<file path="config.mk">
export PLATFORM = sky130hd
export DESIGN_NAME = shic_config_bank
export DESIGN_NICKNAME = d
export VERILOG_FILES = /design/src/include/shic_pkg.sv /design/src/rtl/shic_config_bank.sv
export SDC_FILE = /design/constraint.sdc
export NUM_CORES = 1
export LEC_CHECK = 0
export BUFFER_PORTS_ARGS = -buffer_cell sky130_fd_sc_hd__buf_4
export CORE_MARGIN = 2
export CORE_UTILIZATION = 67
export CTS_CLUSTER_DIAMETER = 50
export DETAILED_ROUTE_END_ITERATION = 16
export PLACE_DENSITY = 0.85
export SETUP_SLACK_MARGIN = 0.05
export SLEW_MARGIN = 15
export SYNTH_ARGS = -nofsm -noshare
export SYNTH_HDL_FRONTEND = slang
export SYNTH_SLANG_ARGS = --single-unit
</file>
<file path="constraint.sdc">
create_clock -name i_core_clk -period 4.6 [get_ports i_core_clk]
set_input_delay 0.92 -clock i_core_clk [delete_from_list [all_inputs] [get_ports i_core_clk]]
set_output_delay 0.92 -clock i_core_clk [all_outputs]
set_load 0.01 [all_outputs]
</file>
<file path="src/include/shic_pkg.sv">
// Constants, field layout, reset words and types of the sync, holdover and input config bank
package shic_pkg;
  localparam int CLK_HZ = 50_000_000;
  localparam int CLK_MHZ = CLK_HZ / 1_000_000;
  localparam int DAC_W = 10;
  localparam int N_OUT = 6;
  localparam int N_REF = 3;
  localparam int N_CFG = 6;
  // Register numbers carried in the low five bits of each serial word
  localparam logic [4:0] REG_RESET_CTRL = 5'h00;
  localparam logic [4:0] REG_LAST_OUTPUT = 5'h05;
  localparam logic [4:0] REG_SYNC_MODE = 5'h0B;
  localparam logic [4:0] REG_LOCK_PIN = 5'h0C;
  localparam logic [4:0] REG_HOLD_INPUT = 5'h0D;
  localparam logic [4:0] REG_LOSS_TRIP = 5'h0E;
  localparam logic [4:0] REG_MANUAL_DAC = 5'h0F;
  localparam logic [4:0] REG_XTAL = 5'h10;
  localparam logic [4:0] REG_READBACK = 5'h1F;
  // Storage slots, register number minus REG_SYNC_MODE
  localparam int CFG_SYNC = 0;
  localparam int CFG_LOCK = 1;
  localparam int CFG_HOLD = 2;
  localparam int CFG_LOSS = 3;
  localparam int CFG_DAC = 4;
  localparam int DEVICE_RESET_BIT = 17;
  localparam int READBACK_SEL_LSB = 16;
  // Field positions
  localparam int SYNC_ENABLE_BIT = 26;
  localparam int EXCLUDE_LSB = 20;
  localparam int SYNC_OUT_SEL_LSB = 18;
  localparam int SYNC_QUALIFY_ENABLE_BIT = 17;
  localparam int SYNC_POL_BIT = 16;
  localparam int SYNC_AUTO_BIT = 15;
  localparam int SYNC_TYPE_LSB = 12;
  localparam int LOCK_SEL_LSB = 27;
  localparam int SYNC_LOOP2_BIT = 23;
  localparam int SYNC_LOOP1_BIT = 22;
  localparam int TRACK_BIT = 8;
  localparam int HO_MODE_LSB = 6;
  localparam int HO_PIN_SEL_LSB = 27;
  localparam int UNLOCK_BLOCK_BIT = 15;
  localparam int REF_POLICY_LSB = 9;
  localparam int SEL_INVERT_BIT = 8;
  localparam int REF_USABLE_LSB = 5;
  localparam int INACTIVITY_TIMEOUT_LSB = 30;
  localparam int LOS_ENABLE_BIT = 28;
  localparam int HIGH_TRIP_LSB = 14;
  localparam int LOW_TRIP_LSB = 6;
  localparam int RAIL_ENABLE_BIT = 5;
  localparam int DAC_CODE_LSB = 22;
  localparam int DAC_OVERRIDE_BIT = 20;
  localparam int EXIT_COUNT_LSB = 6;
  localparam int FORCE_HO_BIT = 5;
  // Mode and pin codes
  localparam logic [1:0] HO_MODE_ENABLE = 2'h2;
  localparam logic [2:0] POLICY_MANUAL = 3'h3;
  localparam logic [2:0] POLICY_AUTO = 3'h4;
  localparam logic [2:0] SYNC_TYPE_OUT_MIN = 3'h3;
  localparam logic [1:0] SYNC_OUT_LOW = 2'h0;
  localparam logic [1:0] SYNC_OUT_HIGH = 2'h1;
  localparam logic [1:0] SYNC_OUT_LOOP1 = 2'h2;
  localparam logic [1:0] SYNC_OUT_LOS = 2'h3;
  localparam logic [4:0] PIN_LOOP1 = 5'h01;
  localparam logic [4:0] PIN_LOOP2 = 5'h02;
  localparam logic [4:0] PIN_BOTH = 5'h03;
  localparam logic [4:0] PIN_HOLDOVER = 5'h04;
  localparam logic [4:0] PIN_READBACK = 5'h07;
  localparam logic [5:0] TRIP_FULL = 6'h3F;
  // Inactivity times per timeout code, least times rounded up to whole cycles
  localparam int LOS_T0_NS = 1200;
  localparam int LOS_T1_NS = 600;
  localparam int LOS_T2_NS = 300;
  localparam int LOS_T3_NS = 2400;
  localparam int LOS_T0_CYC = (LOS_T0_NS * CLK_MHZ + 999) / 1000;
  localparam int LOS_T1_CYC = (LOS_T1_NS * CLK_MHZ + 999) / 1000;
  localparam int LOS_T2_CYC = (LOS_T2_NS * CLK_MHZ + 999) / 1000;
  localparam int LOS_T3_CYC = (LOS_T3_NS * CLK_MHZ + 999) / 1000;
  localparam int LOS_CNT_W = 12;
  // Reset words and writable bits, slot 0 (register 11) in the low word
  localparam logic [N_CFG-1:0][31:0] REG_RESET_WORDS = {
    32'h0000_0000, 32'h8000_8000, 32'h1200_0000,
    32'h3B02_06E0, 32'h1B00_0180, 32'h0581_1000};
  localparam logic [N_CFG-1:0][31:0] REG_WRITE_MASKS = {
    32'hC000_0000, 32'hFFDF_FFE0, 32'hD77F_CFE0,
    32'hFF77_FFE0, 32'hFFC0_01C0, 32'hFFFF_F020};

  typedef enum logic [1:0] {HO_TRACK, HO_HOLD, HO_EXIT} shic_ho_state_e;

  typedef struct packed {
    logic sync_enable;
    logic [5:0] sync_exclude;
    logic [1:0] sync_out_sel;
    logic sync_qualify;
    logic sync_polarity;
    logic sync_auto;
    logic [2:0] sync_type;
    logic [4:0] lock_sel;
    logic sync_until_loop2;
    logic sync_until_loop1;
    logic track;
    logic [1:0] ho_mode;
    logic [4:0] ho_pin_sel;
    logic unlock_block;
    logic [2:0] ref_policy;
    logic sel_invert;
    logic [2:0] ref_usable;
    logic [1:0] inactivity_timeout;
    logic los_enable;
    logic [5:0] high_trip;
    logic [5:0] low_trip;
    logic rail_enable;
    logic [9:0] dac_code;
    logic dac_override;
    logic [13:0] exit_count;
    logic force_ho;
  } shic_cfg_s;
endpackage

</file>
<file path="src/rtl/shic_config_bank.sv">
// Serial-programmed sync, holdover, reference select and DAC configuration bank
`timescale 1ns/1ps
module shic_config_bank #(
  parameter int LOS_CNT_W = shic_pkg::LOS_CNT_W
) (
  input wire logic i_core_clk,
  input wire logic i_rst_b,
  input wire logic i_ser_clk,
  input wire logic i_ser_data,
  input wire logic i_ser_le,
  input wire logic i_sync_pin,
  input wire logic i_status0_pin,
  input wire logic i_status1_pin,
  input wire logic [2:0] i_ref_activity,
  input wire logic i_loop1_lock,
  input wire logic i_loop2_lock,
  input wire logic i_pdf_tick,
  input wire logic i_qual_tick,
  input wire logic [9:0] i_vtune_code,
  output logic o_sync_pin,
  output logic o_sync_pin_oe,
  output logic o_ld_pin,
  output logic o_holdover_pin,
  output logic [5:0] o_sync_active,
  output logic o_holdover,
  output logic o_loop1_unlock,
  output logic [9:0] o_dac_value,
  output logic [1:0] o_ref_sel,
  output logic [2:0] o_los
);
  localparam int N_PIN = 9;
  // Sync pin rests high on its pull-up; a filter that starts low would fake a sync after reset
  localparam logic [N_PIN-1:0] PIN_IDLE = 9'h008;

  // The counter must reach the longest inactivity time
  if (LOS_CNT_W < 2 || LOS_CNT_W > 16 || (1 << LOS_CNT_W) <= shic_pkg::LOS_T3_CYC) begin
    $error("LOS_CNT_W too small or too large for the inactivity times");
  end

  logic [N_PIN-1:0] pin_s1, pin_s2, pin_s3, pin_f, pin_q;
  logic [31:0] shift_reg, rb_shift;
  logic [shic_pkg::N_CFG-1:0][31:0] cfg_mem;
  logic sync_pend;
  logic loop1_q;
  logic [13:0] ho_cnt;
  shic_pkg::shic_ho_state_e ho_state, next_state;
  shic_pkg::shic_cfg_s cfg;

  // Field extraction from the stored words
  function automatic shic_pkg::shic_cfg_s decode(input logic [5:0][31:0] m);
    shic_pkg::shic_cfg_s c;
    c.sync_enable = m[shic_pkg::CFG_SYNC][shic_pkg::SYNC_ENABLE_BIT];
    c.sync_exclude = m[shic_pkg::CFG_SYNC][shic_pkg::EXCLUDE_LSB +: 6];
    c.sync_out_sel = m[shic_pkg::CFG_SYNC][shic_pkg::SYNC_OUT_SEL_LSB +: 2];
    c.sync_qualify = m[shic_pkg::CFG_SYNC][shic_pkg::SYNC_QUALIFY_ENABLE_BIT];
    c.sync_polarity = m[shic_pkg::CFG_SYNC][shic_pkg::SYNC_POL_BIT];
    c.sync_auto = m[shic_pkg::CFG_SYNC][shic_pkg::SYNC_AUTO_BIT];
    c.sync_type = m[shic_pkg::CFG_SYNC][shic_pkg::SYNC_TYPE_LSB +: 3];
    c.lock_sel = m[shic_pkg::CFG_LOCK][shic_pkg::LOCK_SEL_LSB +: 5];
    c.sync_until_loop2 = m[shic_pkg::CFG_LOCK][shic_pkg::SYNC_LOOP2_BIT];
    c.sync_until_loop1 = m[shic_pkg::CFG_LOCK][shic_pkg::SYNC_LOOP1_BIT];
    c.track = m[shic_pkg::CFG_LOCK][shic_pkg::TRACK_BIT];
    c.ho_mode = m[shic_pkg::CFG_LOCK][shic_pkg::HO_MODE_LSB +: 2];
    c.ho_pin_sel = m[shic_pkg::CFG_HOLD][shic_pkg::HO_PIN_SEL_LSB +: 5];
    c.unlock_block = m[shic_pkg::CFG_HOLD][shic_pkg::UNLOCK_BLOCK_BIT];
    c.ref_policy = m[shic_pkg::CFG_HOLD][shic_pkg::REF_POLICY_LSB +: 3];
    c.sel_invert = m[shic_pkg::CFG_HOLD][shic_pkg::SEL_INVERT_BIT];
    c.ref_usable = m[shic_pkg::CFG_HOLD][shic_pkg::REF_USABLE_LSB +: 3];
    c.inactivity_timeout = m[shic_pkg::CFG_LOSS][shic_pkg::INACTIVITY_TIMEOUT_LSB +: 2];
    c.los_enable = m[shic_pkg::CFG_LOSS][shic_pkg::LOS_ENABLE_BIT];
    c.high_trip = m[shic_pkg::CFG_LOSS][shic_pkg::HIGH_TRIP_LSB +: 6];
    c.low_trip = m[shic_pkg::CFG_LOSS][shic_pkg::LOW_TRIP_LSB +: 6];
    c.rail_enable = m[shic_pkg::CFG_LOSS][shic_pkg::RAIL_ENABLE_BIT];
    c.dac_code = m[shic_pkg::CFG_DAC][shic_pkg::DAC_CODE_LSB +: shic_pkg::DAC_W];
    c.dac_override = m[shic_pkg::CFG_DAC][shic_pkg::DAC_OVERRIDE_BIT];
    c.exit_count = m[shic_pkg::CFG_DAC][shic_pkg::EXIT_COUNT_LSB +: 14];
    c.force_ho = m[shic_pkg::CFG_DAC][shic_pkg::FORCE_HO_BIT];
    return c;
  endfunction

  // Readback image; the DAC field shows the live code, not the written one
  function automatic logic [31:0] read_word(input logic [4:0] sel,
                                            input logic [5:0][31:0] m,
                                            input logic [9:0] dac);
    logic [31:0] w;
    logic [2:0] idx;
    idx = 3'(sel - shic_pkg::REG_SYNC_MODE);
    w = 32'h0000_0000;
    if (sel >= shic_pkg::REG_SYNC_MODE && sel <= shic_pkg::REG_XTAL) begin
      w = m[idx];
    end
    if (sel == shic_pkg::REG_MANUAL_DAC) begin
      w[shic_pkg::DAC_CODE_LSB +: shic_pkg::DAC_W] = dac;
    end
    return w;
  endfunction

  // Shared decode of the lock pin and holdover pin selectors
  function automatic logic pin_mux(input logic [4:0] sel, input logic l1, input logic l2,
                                   input logic ho, input logic rb);
    case (sel)
      shic_pkg::PIN_LOOP1: return l1;
      shic_pkg::PIN_LOOP2: return l2;
      shic_pkg::PIN_BOTH: return l1 & l2;
      shic_pkg::PIN_HOLDOVER: return ho;
      shic_pkg::PIN_READBACK: return rb;
      default: return 1'b0;
    endcase
  endfunction

  // Inactivity limit in cycles for each timeout code
  function automatic logic [15:0] los_limit(input logic [1:0] code);
    case (code)
      2'h0: return 16'(shic_pkg::LOS_T0_CYC);
      2'h1: return 16'(shic_pkg::LOS_T1_CYC);
      2'h2: return 16'(shic_pkg::LOS_T2_CYC);
      default: return 16'(shic_pkg::LOS_T3_CYC);
    endcase
  endfunction

  // Preferred input if usable, otherwise the lowest usable one
  function automatic logic [1:0] pick(input logic [2:0] ok, input logic [1:0] pref);
    if (pref != 2'h3 && ok[pref]) begin
      return pref;
    end
    if (ok[0]) begin
      return 2'h0;
    end
    if (ok[1]) begin
      return 2'h1;
    end
    if (ok[2]) begin
      return 2'h2;
    end
    return pref;
  endfunction

  // Pin conditioning: a change counts once the second and third stages agree
  wire [N_PIN-1:0] pin_raw = {i_ref_activity, i_status1_pin, i_status0_pin, i_sync_pin,
                              i_ser_le, i_ser_data, i_ser_clk};
  wire [N_PIN-1:0] next_pin_f = (pin_s2 & pin_s3) | (pin_f & (pin_s2 ^ pin_s3));
  always_ff @(posedge i_core_clk or negedge i_rst_b) begin
    if (!i_rst_b) begin
      pin_s1 <= PIN_IDLE;
      pin_s2 <= PIN_IDLE;
      pin_s3 <= PIN_IDLE;
      pin_f <= PIN_IDLE;
      pin_q <= PIN_IDLE;
    end else begin
      pin_s1 <= pin_raw;
      pin_s2 <= pin_s1;
      pin_s3 <= pin_s2;
      pin_f <= next_pin_f;
      pin_q <= pin_f;
    end
  end

  // Serial port events
  wire ser_le = pin_f[2];
  wire ser_rise = pin_f[0] & ~pin_q[0] & ~ser_le;
  wire ser_fall = ~pin_f[0] & pin_q[0] & ~ser_le;
  wire le_rise = ser_le & ~pin_q[2];
  wire [4:0] wr_addr = shift_reg[4:0];
  wire [2:0] cfg_idx = 3'(wr_addr - shic_pkg::REG_SYNC_MODE);
  wire wr_cfg = le_rise && wr_addr >= shic_pkg::REG_SYNC_MODE && wr_addr <= shic_pkg::REG_XTAL;
  wire soft_rst = le_rise && wr_addr == shic_pkg::REG_RESET_CTRL &&
                  shift_reg[shic_pkg::DEVICE_RESET_BIT];
  wire rb_load = le_rise && wr_addr == shic_pkg::REG_READBACK;

  // Shift in MSB first while the latch line is low; readback shifts out on falling edges
  always_ff @(posedge i_core_clk or negedge i_rst_b) begin
    if (!i_rst_b) begin
      shift_reg <= 32'h0000_0000;
      rb_shift <= 32'h0000_0000;
    end else begin
      if (ser_rise) begin
        shift_reg <= {shift_reg[30:0], pin_f[1]};
      end
      if (rb_load) begin
        rb_shift <= read_word(shift_reg[shic_pkg::READBACK_SEL_LSB +: 5], cfg_mem, o_dac_value);
      end else if (ser_fall) begin
        rb_shift <= {rb_shift[30:0], 1'b0};
      end
    end
  end

  // Field storage; the reset bit reloads every default at once
  always_ff @(posedge i_core_clk or negedge i_rst_b) begin
    if (!i_rst_b) begin
      cfg_mem <= shic_pkg::REG_RESET_WORDS;
    end else if (soft_rst) begin
      cfg_mem <= shic_pkg::REG_RESET_WORDS;
    end else if (wr_cfg) begin
      cfg_mem[cfg_idx] <= shift_reg & shic_pkg::REG_WRITE_MASKS[cfg_idx];
    end
  end

  assign cfg = decode(cfg_mem);

  // Sync control; an automatic request waits for the qualifying tick, set beats clear
  wire sync_in_act = pin_f[3] ^ cfg.sync_polarity;
  wire auto_hit = le_rise && wr_addr <= shic_pkg::REG_LAST_OUTPUT && cfg.sync_auto;
  wire hold_req = (cfg.sync_until_loop2 & ~i_loop2_lock) |
                  (cfg.sync_until_loop1 & ~i_loop1_lock);
  wire sync_apply = ~cfg.sync_qualify | i_qual_tick;
  wire sync_now = cfg.sync_enable & (sync_in_act | sync_pend | hold_req);
  wire next_sync_pend = auto_hit | (sync_pend & ~sync_apply);
  wire [5:0] next_sync_active = sync_apply ? ({6{sync_now}} & ~cfg.sync_exclude)
                                           : o_sync_active;
  wire next_sync_pin = (cfg.sync_out_sel == shic_pkg::SYNC_OUT_HIGH) ? 1'b1 :
                       (cfg.sync_out_sel == shic_pkg::SYNC_OUT_LOOP1) ? i_loop1_lock :
                       (cfg.sync_out_sel == shic_pkg::SYNC_OUT_LOS) ? |o_los : 1'b0;

  // DAC and rail trips; holdover freezes the code unless override is on
  wire [9:0] next_dac = cfg.dac_override ? cfg.dac_code :
                        (cfg.track && ho_state == shic_pkg::HO_TRACK) ? i_vtune_code :
                        o_dac_value;
  wire rail_hi = o_dac_value[9:4] >= (shic_pkg::TRIP_FULL - cfg.high_trip);
  wire rail_lo = o_dac_value[9:4] <= cfg.low_trip;
  wire rail_trip = cfg.rail_enable & (rail_hi | rail_lo);

  // Holdover entry conditions
  wire ho_allowed = cfg.ho_mode == shic_pkg::HO_MODE_ENABLE;
  wire lock_fell = loop1_q & ~i_loop1_lock;
  wire ho_enter = cfg.force_ho |
                  (ho_allowed & ((lock_fell & ~cfg.unlock_block) | rail_trip));
  wire exit_done = ho_cnt >= cfg.exit_count;

  // Holdover state machine: lock must stay good for the exit count before tracking resumes
  always_comb begin
    next_state = ho_state;
    case (ho_state)
      shic_pkg::HO_TRACK: begin
        if (ho_enter) begin
          next_state = shic_pkg::HO_HOLD;
        end
      end
      shic_pkg::HO_HOLD: begin
        if (!cfg.force_ho && !rail_trip && i_loop1_lock) begin
          next_state = shic_pkg::HO_EXIT;
        end
      end
      shic_pkg::HO_EXIT: begin
        if (ho_enter || !i_loop1_lock) begin
          next_state = shic_pkg::HO_HOLD;
        end else if (exit_done) begin
          next_state = shic_pkg::HO_TRACK;
        end
      end
      default: next_state = shic_pkg::HO_TRACK;
    endcase
  end

  wire stay_exit = ho_state == shic_pkg::HO_EXIT && next_state == shic_pkg::HO_EXIT;
  wire [13:0] next_ho_cnt = stay_exit ? (i_pdf_tick ? 14'(ho_cnt + 14'h0001) : ho_cnt)
                                      : 14'h0000;

  // Inactivity detection per reference input
  wire [LOS_CNT_W-1:0] los_lim = LOS_CNT_W'(los_limit(cfg.inactivity_timeout));
  logic [2:0] los_vec;
  for (genvar g = 0; g < shic_pkg::N_REF; g++) begin : g_los
    logic [LOS_CNT_W-1:0] idle_cnt;
    logic lost;
    wire act_edge = pin_f[6 + g] ^ pin_q[6 + g];
    always_ff @(posedge i_core_clk or negedge i_rst_b) begin
      if (!i_rst_b) begin
        idle_cnt <= '0;
        lost <= 1'b0;
      end else if (!cfg.los_enable || act_edge) begin
        idle_cnt <= '0;
        lost <= 1'b0;
      end else if (idle_cnt >= los_lim) begin
        lost <= 1'b1;
      end else begin
        idle_cnt <= LOS_CNT_W'(idle_cnt + 1'b1);
      end
    end
    assign los_vec[g] = lost;
  end

  // Reference choice: manual from status pins, fixed, or automatic among live inputs
  wire [1:0] man_idx = {pin_f[5], pin_f[4]} ^ {2{cfg.sel_invert}};
  wire [1:0] next_ref = (cfg.ref_policy == shic_pkg::POLICY_MANUAL) ?
                          pick(cfg.ref_usable, man_idx) :
                        (cfg.ref_policy == shic_pkg::POLICY_AUTO) ?
                          pick(cfg.ref_usable & ~los_vec, o_ref_sel) :
                        (cfg.ref_policy < shic_pkg::POLICY_MANUAL) ?
                          pick(cfg.ref_usable, cfg.ref_policy[1:0]) : o_ref_sel;

  // Registered state and outputs
  always_ff @(posedge i_core_clk or negedge i_rst_b) begin
    if (!i_rst_b) begin
      ho_state <= shic_pkg::HO_TRACK;
      ho_cnt <= 14'h0000;
      loop1_q <= 1'b0;
      sync_pend <= 1'b0;
      o_sync_active <= 6'h00;
      o_sync_pin <= 1'b0;
      o_sync_pin_oe <= 1'b0;
      o_ld_pin <= 1'b0;
      o_holdover_pin <= 1'b0;
      o_holdover <= 1'b0;
      o_loop1_unlock <= 1'b0;
      o_dac_value <= shic_pkg::REG_RESET_WORDS[shic_pkg::CFG_DAC][31:22];
      o_ref_sel <= 2'h0;
      o_los <= 3'h0;
    end else begin
      ho_state <= next_state;
      ho_cnt <= next_ho_cnt;
      loop1_q <= i_loop1_lock;
      sync_pend <= next_sync_pend;
      o_sync_active <= next_sync_active;
      o_sync_pin <= next_sync_pin;
      o_sync_pin_oe <= cfg.sync_type >= shic_pkg::SYNC_TYPE_OUT_MIN;
      o_ld_pin <= pin_mux(cfg.lock_sel, i_loop1_lock, i_loop2_lock, o_holdover,
                          rb_shift[31]);
      o_holdover_pin <= pin_mux(cfg.ho_pin_sel, i_loop1_lock, i_loop2_lock, o_holdover,
                                rb_shift[31]);
      o_holdover <= next_state != shic_pkg::HO_TRACK;
      o_loop1_unlock <= rail_trip;
      o_dac_value <= next_dac;
      o_ref_sel <= next_ref;
      o_los <= los_vec;
    end
  end
endmodule

</file>
# After elaboration in Yosys (flattened, before gate mapping)
# Memories as Yosys holds them, arrays and structs flattened.
# Cells that the tools add are included.
[totals]
inputBits = 25
register_bits = 385
out_inout_bits = 27
word_cells = 272
romBits = 256
n_memories = 1
[op_classes]
bitwise_logic = 45
reduce_logical = 37
add_sub_neg = 7
order_cmp = 19
n_eq_ne = 31
n_mux = 99
[memory_table]
columns = ["name", "depth", "width", "read_ports", "rd_clocked_by_memory_dff", "wr", "line_no", "text"]
rows = [
  ["(no name shown)", 8, 32, 1, 0, 0, "shic_config_bank.sv:194", "cfg_mem[cfg_idx] <= shift_reg & shic_pkg::REG_WRITE_MASKS[cfg_idx];"],
]
[op_table]
columns = ["cell", "n"]
rows = [
  ["192-bit two-way mux", 2],
  ["192-bit bitwise mux", 1],
  ["32-bit two-way mux", 6],
  ["32-bit binary-select mux with 3-bit select", 1],
  ["32-bit demux with 3-bit select", 1],
  ["12-bit two-way mux", 6],
  ["2-bit two-way mux", 31],
  ["1-bit two-way mux", 39],
  ["12-bit by 1-bit adder with 12-bit output, second input constant", 3],
  ["12-bit greater-or-equal comparator", 3],
  ["32-bit bitwise AND", 1],
  ["10-bit two-way mux", 3],
  ["14-bit two-way mux", 2],
  ["7-bit one-hot mux with 3 select lines", 1],
  ["5-bit by 2-bit equality test with 1-bit output, second input constant", 4],
  ["5-bit by 3-bit equality test with 1-bit output, second input constant", 4],
  ["9-bit bitwise AND", 2],
  ["1-bit logical AND", 16],
  ["14-bit by 1-bit adder with 14-bit output, second input constant", 1],
  ["1-bit bitwise AND", 14],
  ["14-bit greater-or-equal comparator", 1],
  ["2-bit != test, second input constant", 7],
  ["2-bit nonzero test", 7],
  ["2-bit equality test, second input constant", 6],
  ["other kinds (39)", 76],
]

# Logic depth before layout (Yosys ltp)
[logic_depth]
ltp_word = 18
depth_mapped = 11
depth_no_buf = 10

# Worst setup path before layout
# No wires, ideal clock.
[synth_timing]
kind = "register -> register"
from = "register shift_reg[16]"
to = "register rb_shift[22]"
setup_time_ps = 137
required_time_ps = 4463
stages_incl_launch_ff = 10
synth_period_minus_slack_ps = 2417
arrival_ps = 2280
setup_slack_ps = 2183
n_path_buf = 2
path_cell_list = "dfrtp_1 > buf_2 > clkinv_1 > clkbuf_1 > ha_1 > mux4_2 > nand2_1 > o31ai_1 > a22oi_1 > a21oi_1"
[synth_between]
elab_chain_cells = 6
elab_cells_between_ends = 10
cone_classes = "add/sub (1); order compare (2); eq/ne (1); mux (5); reduce/logical (1)"
[synth_rtl]
columns = ["item", "line_no", "text"]
rows = [
  ["start, declared", "shic_config_bank.sv:41", "logic [31:0] shift_reg, rb_shift;"],
  ["start signal, assigned", "shic_config_bank.sv:177", "shift_reg <= {shift_reg[30:0], pin_f[1]};"],
  ["3-bit by 2-bit subtractor with 3-bit output", "shic_config_bank.sv:87", "idx = 3'(sel - shic_pkg::REG_SYNC_MODE);"],
  ["32-bit binary-select mux with 3-bit select", "shic_config_bank.sv:90", "w = m[idx];"],
  ["32-bit two-way mux (not written as such)", "shic_config_bank.sv:90", ""],
  ["32-bit two-way mux", "shic_config_bank.sv:89", "if (sel >= shic_pkg::REG_SYNC_MODE && sel <= shic_pkg::REG_XTAL) begin"],
  ["10-bit two-way mux *", "shic_config_bank.sv:92", "if (sel == shic_pkg::REG_MANUAL_DAC) begin"],
  ["32-bit two-way mux *", "shic_config_bank.sv:179", "if (rb_load) begin"],
  ["end signal, assigned", "shic_config_bank.sv:180", "rb_shift <= read_word(shift_reg[shic_pkg::READBACK_SEL_LSB +: 5], cfg_mem, o_dac_value);"],
  ["end signal, assigned", "shic_config_bank.sv:182", "rb_shift <= {rb_shift[30:0], 1'b0};"],
  ["end, declared", "shic_config_bank.sv:41", ""],
]
# Mark *: on every way between the ends. The rest lies on a longest branch, timed or not. The select of a mux whose other input is x is not followed.
# A chain may end at the register's enable or synchronous reset.

# Final worst setup path
[layout_timing]
from = "register shift_reg[0]"
to = "register cfg_mem[49] (netlist name)"
[layout_between]
elab_chain_cells = 8
elab_cells_between_ends = 20
cone_classes = "add/sub (1); order compare (4); mux (6); bitwise (1); reduce/logical (7); memory (1)"
[layout_rtl]
columns = ["item", "line_no", "text"]
rows = [
  ["3-bit by 2-bit subtractor with 3-bit output", "shic_config_bank.sv:164", "wire [2:0] cfg_idx = 3'(wr_addr - shic_pkg::REG_SYNC_MODE);"],
  ["3-bit by 4-bit less-than comparator with 1-bit output (not written as such) / 3-bit by 1-bit greater-or-equal comparator with 1-bit output (equally long branches)", "shic_config_bank.sv:194", ""],
  ["1-bit logical AND (not written as such)", "shic_config_bank.sv:194", ""],
  ["32-bit two-way mux (not written as such)", "shic_config_bank.sv:194", ""],
  ["32-bit demux with 3-bit select", "shic_config_bank.sv:194", ""],
  ["192-bit bitwise mux", "shic_config_bank.sv:194", ""],
  ["192-bit two-way mux", "shic_config_bank.sv:193", "end else if (wr_cfg) begin"],
  ["192-bit two-way mux", "shic_config_bank.sv:191", "end else if (soft_rst) begin"],
  ["end signal, assigned", "shic_config_bank.sv:190", "cfg_mem <= shic_pkg::REG_RESET_WORDS;"],
  ["end signal, assigned", "shic_config_bank.sv:192", "cfg_mem <= shic_pkg::REG_RESET_WORDS;"],
  ["end signal, assigned by index", "shic_config_bank.sv:194", ""],
  ["end, declared", "shic_config_bank.sv:42", "logic [shic_pkg::N_CFG-1:0][31:0] cfg_mem;"],
]
# Several ways; a longest one is shown, not always the timed one. The select of a mux whose other input is x is not followed.

==> impl_metrics.yaml <==
timing:
  rsz0062_at_grt: "false"
  drv_slew: 0
  timing.final.crit_period_ns: 3.24
  hold_violations: 0
  finalCritPeriodShare_pct: 70.4
  slew_headroom_pct: 21.2
  setup_viol: 0
  tightest_slew_ns: 1.18
  setup_tns_ns: 0
  whs_ns: 0.348
  setup_ws_ns: 1.36
  max_freq_mhz: 309
  clock_skew_ns: 0.0235
floorplan:
  die_area_um2: 26000
  die_w_um: 161
  io_pins: 52
  die_y_um: 161
  coreArea_um2: 24300
  start_util_pct: 68.1
  rows: 57
routing:
  wl_per_cell_um: 21.4
  postRouteAntennaNets: 0
  drt_wl_total_um: 41200
  via_count: 12727
  vias_per_cell: 6.60
  dr.pass1.iters: 5
  drtIter0Drc: 1531
  drc: 0
place:
  pre_cts_ws_ns: 1.49
  io_buffer_count: 51
  dp.cells: 1861
  place_area_um2: 17200
  dp_hpwl_um: 26900
  place_congestion: 0.877
critical_path:
  reg2reg_depth: 8
  critical_path.startpoint: "shift_reg[0]$_DFFE_PN0P_"
  critPathKind: "flip-flop to flip-flop"
  crit_required_ns: 4.99
  r2r_end: "cfg_mem[49]$_DFFE_PN0P_"
  startpoint_type: "flip-flop"
  end_kind: "flip-flop"
  critical_path.max_fanout: 30
  reg2reg_from: "shift_reg[0]$_DFFE_PN0P_"
  worst-r2r-setup-slack_ns: 1.36
  arrival_ns: 3.63
clock_tree:
  postCtsSetupRepairBufs: 0
  cts-hold-fix-buffers: 0
  cts.path.max_buffers: 3
  clock-sinks: 351
  clk_latency_ns: 0.53
  ctsHtreeMaxLevel: 2
  cts_buffers: 37
  path_clk_slew_ns: 0.06
  cts_tree: "built"
  cts_resized: 0
  clockRootBuffer: "clkbuf_16"
min_path:
  holdPathEnd: "pin_s2[7]$_DFF_PN0_"
  whs_path_depth: 0
  min-delay-start: "pin_s1[7]$_DFF_PN0_"
  min_path_type: "flip-flop to flip-flop"
power_and_ir_drop:
  power_mw: 6.81
  p_leak_nw: 8.14
  power_density_nw_per_um2: 370
  peakVddDrop_uv: 497
layout:
  layoutNonFillerInstCount: 1929
  diodes: 0
  syn_to_final_growth_pct: 11.3
  largest_register_ffs: 82
  finalCoreUtilization_pct: 75.8
  nNetsFinal: 1666
  design_area_um2: 18400
  num-fill-cells: 1544
  top_register: "cfg_mem"
  drive_gt1_share_pct: 14.0
logic_synthesis:
  synth_edf_count: 0
  avgSynthCellArea_um2: 10.6
  synth_area_um2: 16600
  ys_seq_area_share_pct: 53.3
  syn_nets: 1650
  synth_cell_types: 65
  ys_seq_elements: 351
  synth-main-ff-cell: "dfrtp_1"
  syn-instance-count: 1560
  async_flop_share_pct: 100
  ys_warn_count: 0
global_routing:
  grt_max_degree: 116
  grt_use_total_pct: 32.3
  grt_pass1_wl_um: 66500
  grt_antenna_before_repair: 0
  overflow: 0
  grt_pass1_vias: 12554
run:
  maxCapViolCount: 0
status:
  status: "completed"
[how the worst max path moves through the flow]
stage	cells after the start	to	slack, ns
3_5_place_dp	8	cfg_mem[49]$_DFFE_PN0P_	1.49
3_3_place_gp	7	cfg_mem[11]$_DFFE_PN0P_	1.63
6_report	8	cfg_mem[49]$_DFFE_PN0P_	1.36
5_1_grt	7	cfg_mem[43]$_DFFE_PN0P_	1.18
4_1_cts	8	cfg_mem[49]$_DFFE_PN0P_	1.46
2_1_floorplan	9	rb_shift[22]$_DFFE_PN0P_	2.18
[cell usage after synthesis (all sizes together) (7+ instances only)]
master	n	area share [%]
nor3	24	0.73
nand2	94	2.1
clkbuf	63	1.4
nand3	127	3.8
nor2	75	1.7
a211oi	17	0.77
a22oi	9	0.41
nand4	17	0.64
a21o	22	1.0
mux2	23	1.6
inv	58	1.3
buf	33	1.1
o21ai	194	5.9
mux2i	80	4.8
o211ai	7	0.32
dfrtp	320	48
ha	65	4.9
a32oi	7	0.37
nand2b	13	0.49
mux4	21	2.9
a21oi	69	2.1
and3	47	1.8
xor2	11	0.58
nor2b	18	0.68
xnor2	16	0.85
o22ai	20	0.76
dfstp	31	4.9
[kinds of logic (layout without fill, tap and decap cells)]
kind of cell	Yosys count	count (layout)	synth area share, %
XOR/XNOR	27	27	1.43
AO/OA/AOI/OAI	381	381	13.4
flip-flops	351	351	53.3
multiplexers	124	124	9.26
buffers and inverters	156	201	3.85
AND/OR/NAND/NOR	456	456	13.8
adder cells (fa/ha/maj)	65	65	4.91
[worst max-delay path, stage by stage (launching register included)]
cell and delay, ns:
dfrtp_1 0.70, ha_1 0.39, a211oi_1 0.11, o31ai_2 0.30, nand2_1 0.14, or4_1 0.79, buf_4 0.40, nand3_1 0.14
o21ai_0 0.13
[placed cells by master (no fill, tap or decap), types with 4 or more instances in the layout]
| master | instances |
|---|---|
| nand2_1 | 94 |
| o31ai_1 | 5 |
| and3_1 | 47 |
| nand4_1 | 17 |
| clkbuf_16 | 39 |
| mux2i_1 | 80 |
| clkbuf_1 | 6 |
| xnor2_1 | 15 |
| o22ai_1 | 20 |
| buf_4 | 68 |
| clkinv_2 | 8 |
| nor3_1 | 24 |
| nor4_1 | 5 |
| inv_6 | 4 |
| xor2_1 | 10 |
| dfstp_2 | 31 |
| nand3_1 | 126 |
| ha_1 | 65 |
| o21ai_0 | 193 |
| nor2_1 | 74 |
| a21o_1 | 22 |
| and2_1 | 6 |
| dfrtp_1 | 319 |
| a21oi_1 | 69 |
| nand3b_1 | 6 |
| inv_1 | 58 |
| o211ai_1 | 7 |
| mux2_2 | 23 |
| a22oi_1 | 9 |
| a32oi_1 | 7 |
| a211oi_1 | 17 |
| mux4_2 | 21 |
| buf_12 | 4 |
| clkbuf_8 | 6 |
| a31oi_1 | 6 |
| nor2b_1 | 18 |
| nand2b_1 | 13 |
[per-layer routing]
metal  vias to the layer above  share of wire, %  GRT usage [%]  wire length, um
met5                         -                 0              0                0
met4                         0               3.9           13.2             1610
met3                       128               7.8           5.47             3200
met2                       601                48           51.7            19700
met1                      6344                41           44.6            16700
li1                       5654                 -              -                -
[report_power, final]
| group | switching [mW] | internal (mW) |
|---|---|---|
| registers | 0.137 | 3.19 |
| logic | 0.337 | 0.174 |
| clock network | 1.25 | 1.72 |
[area by class of cell]
cell class | instances | area [um2] | area share, %
clock inverters | 17 | 138 | 0.747
inverters | 60 | 225 | 1.22
well taps | 324 | 405 | 2.20
flip-flops and latches | 351 | 8820 | 47.9
clock buffers | 51 | 1080 | 5.87
repair buffers | 73 | 606 | 3.29
multi-input cells | 1053 | 7140 | 38.8
(Power assumes the default switching activity.)
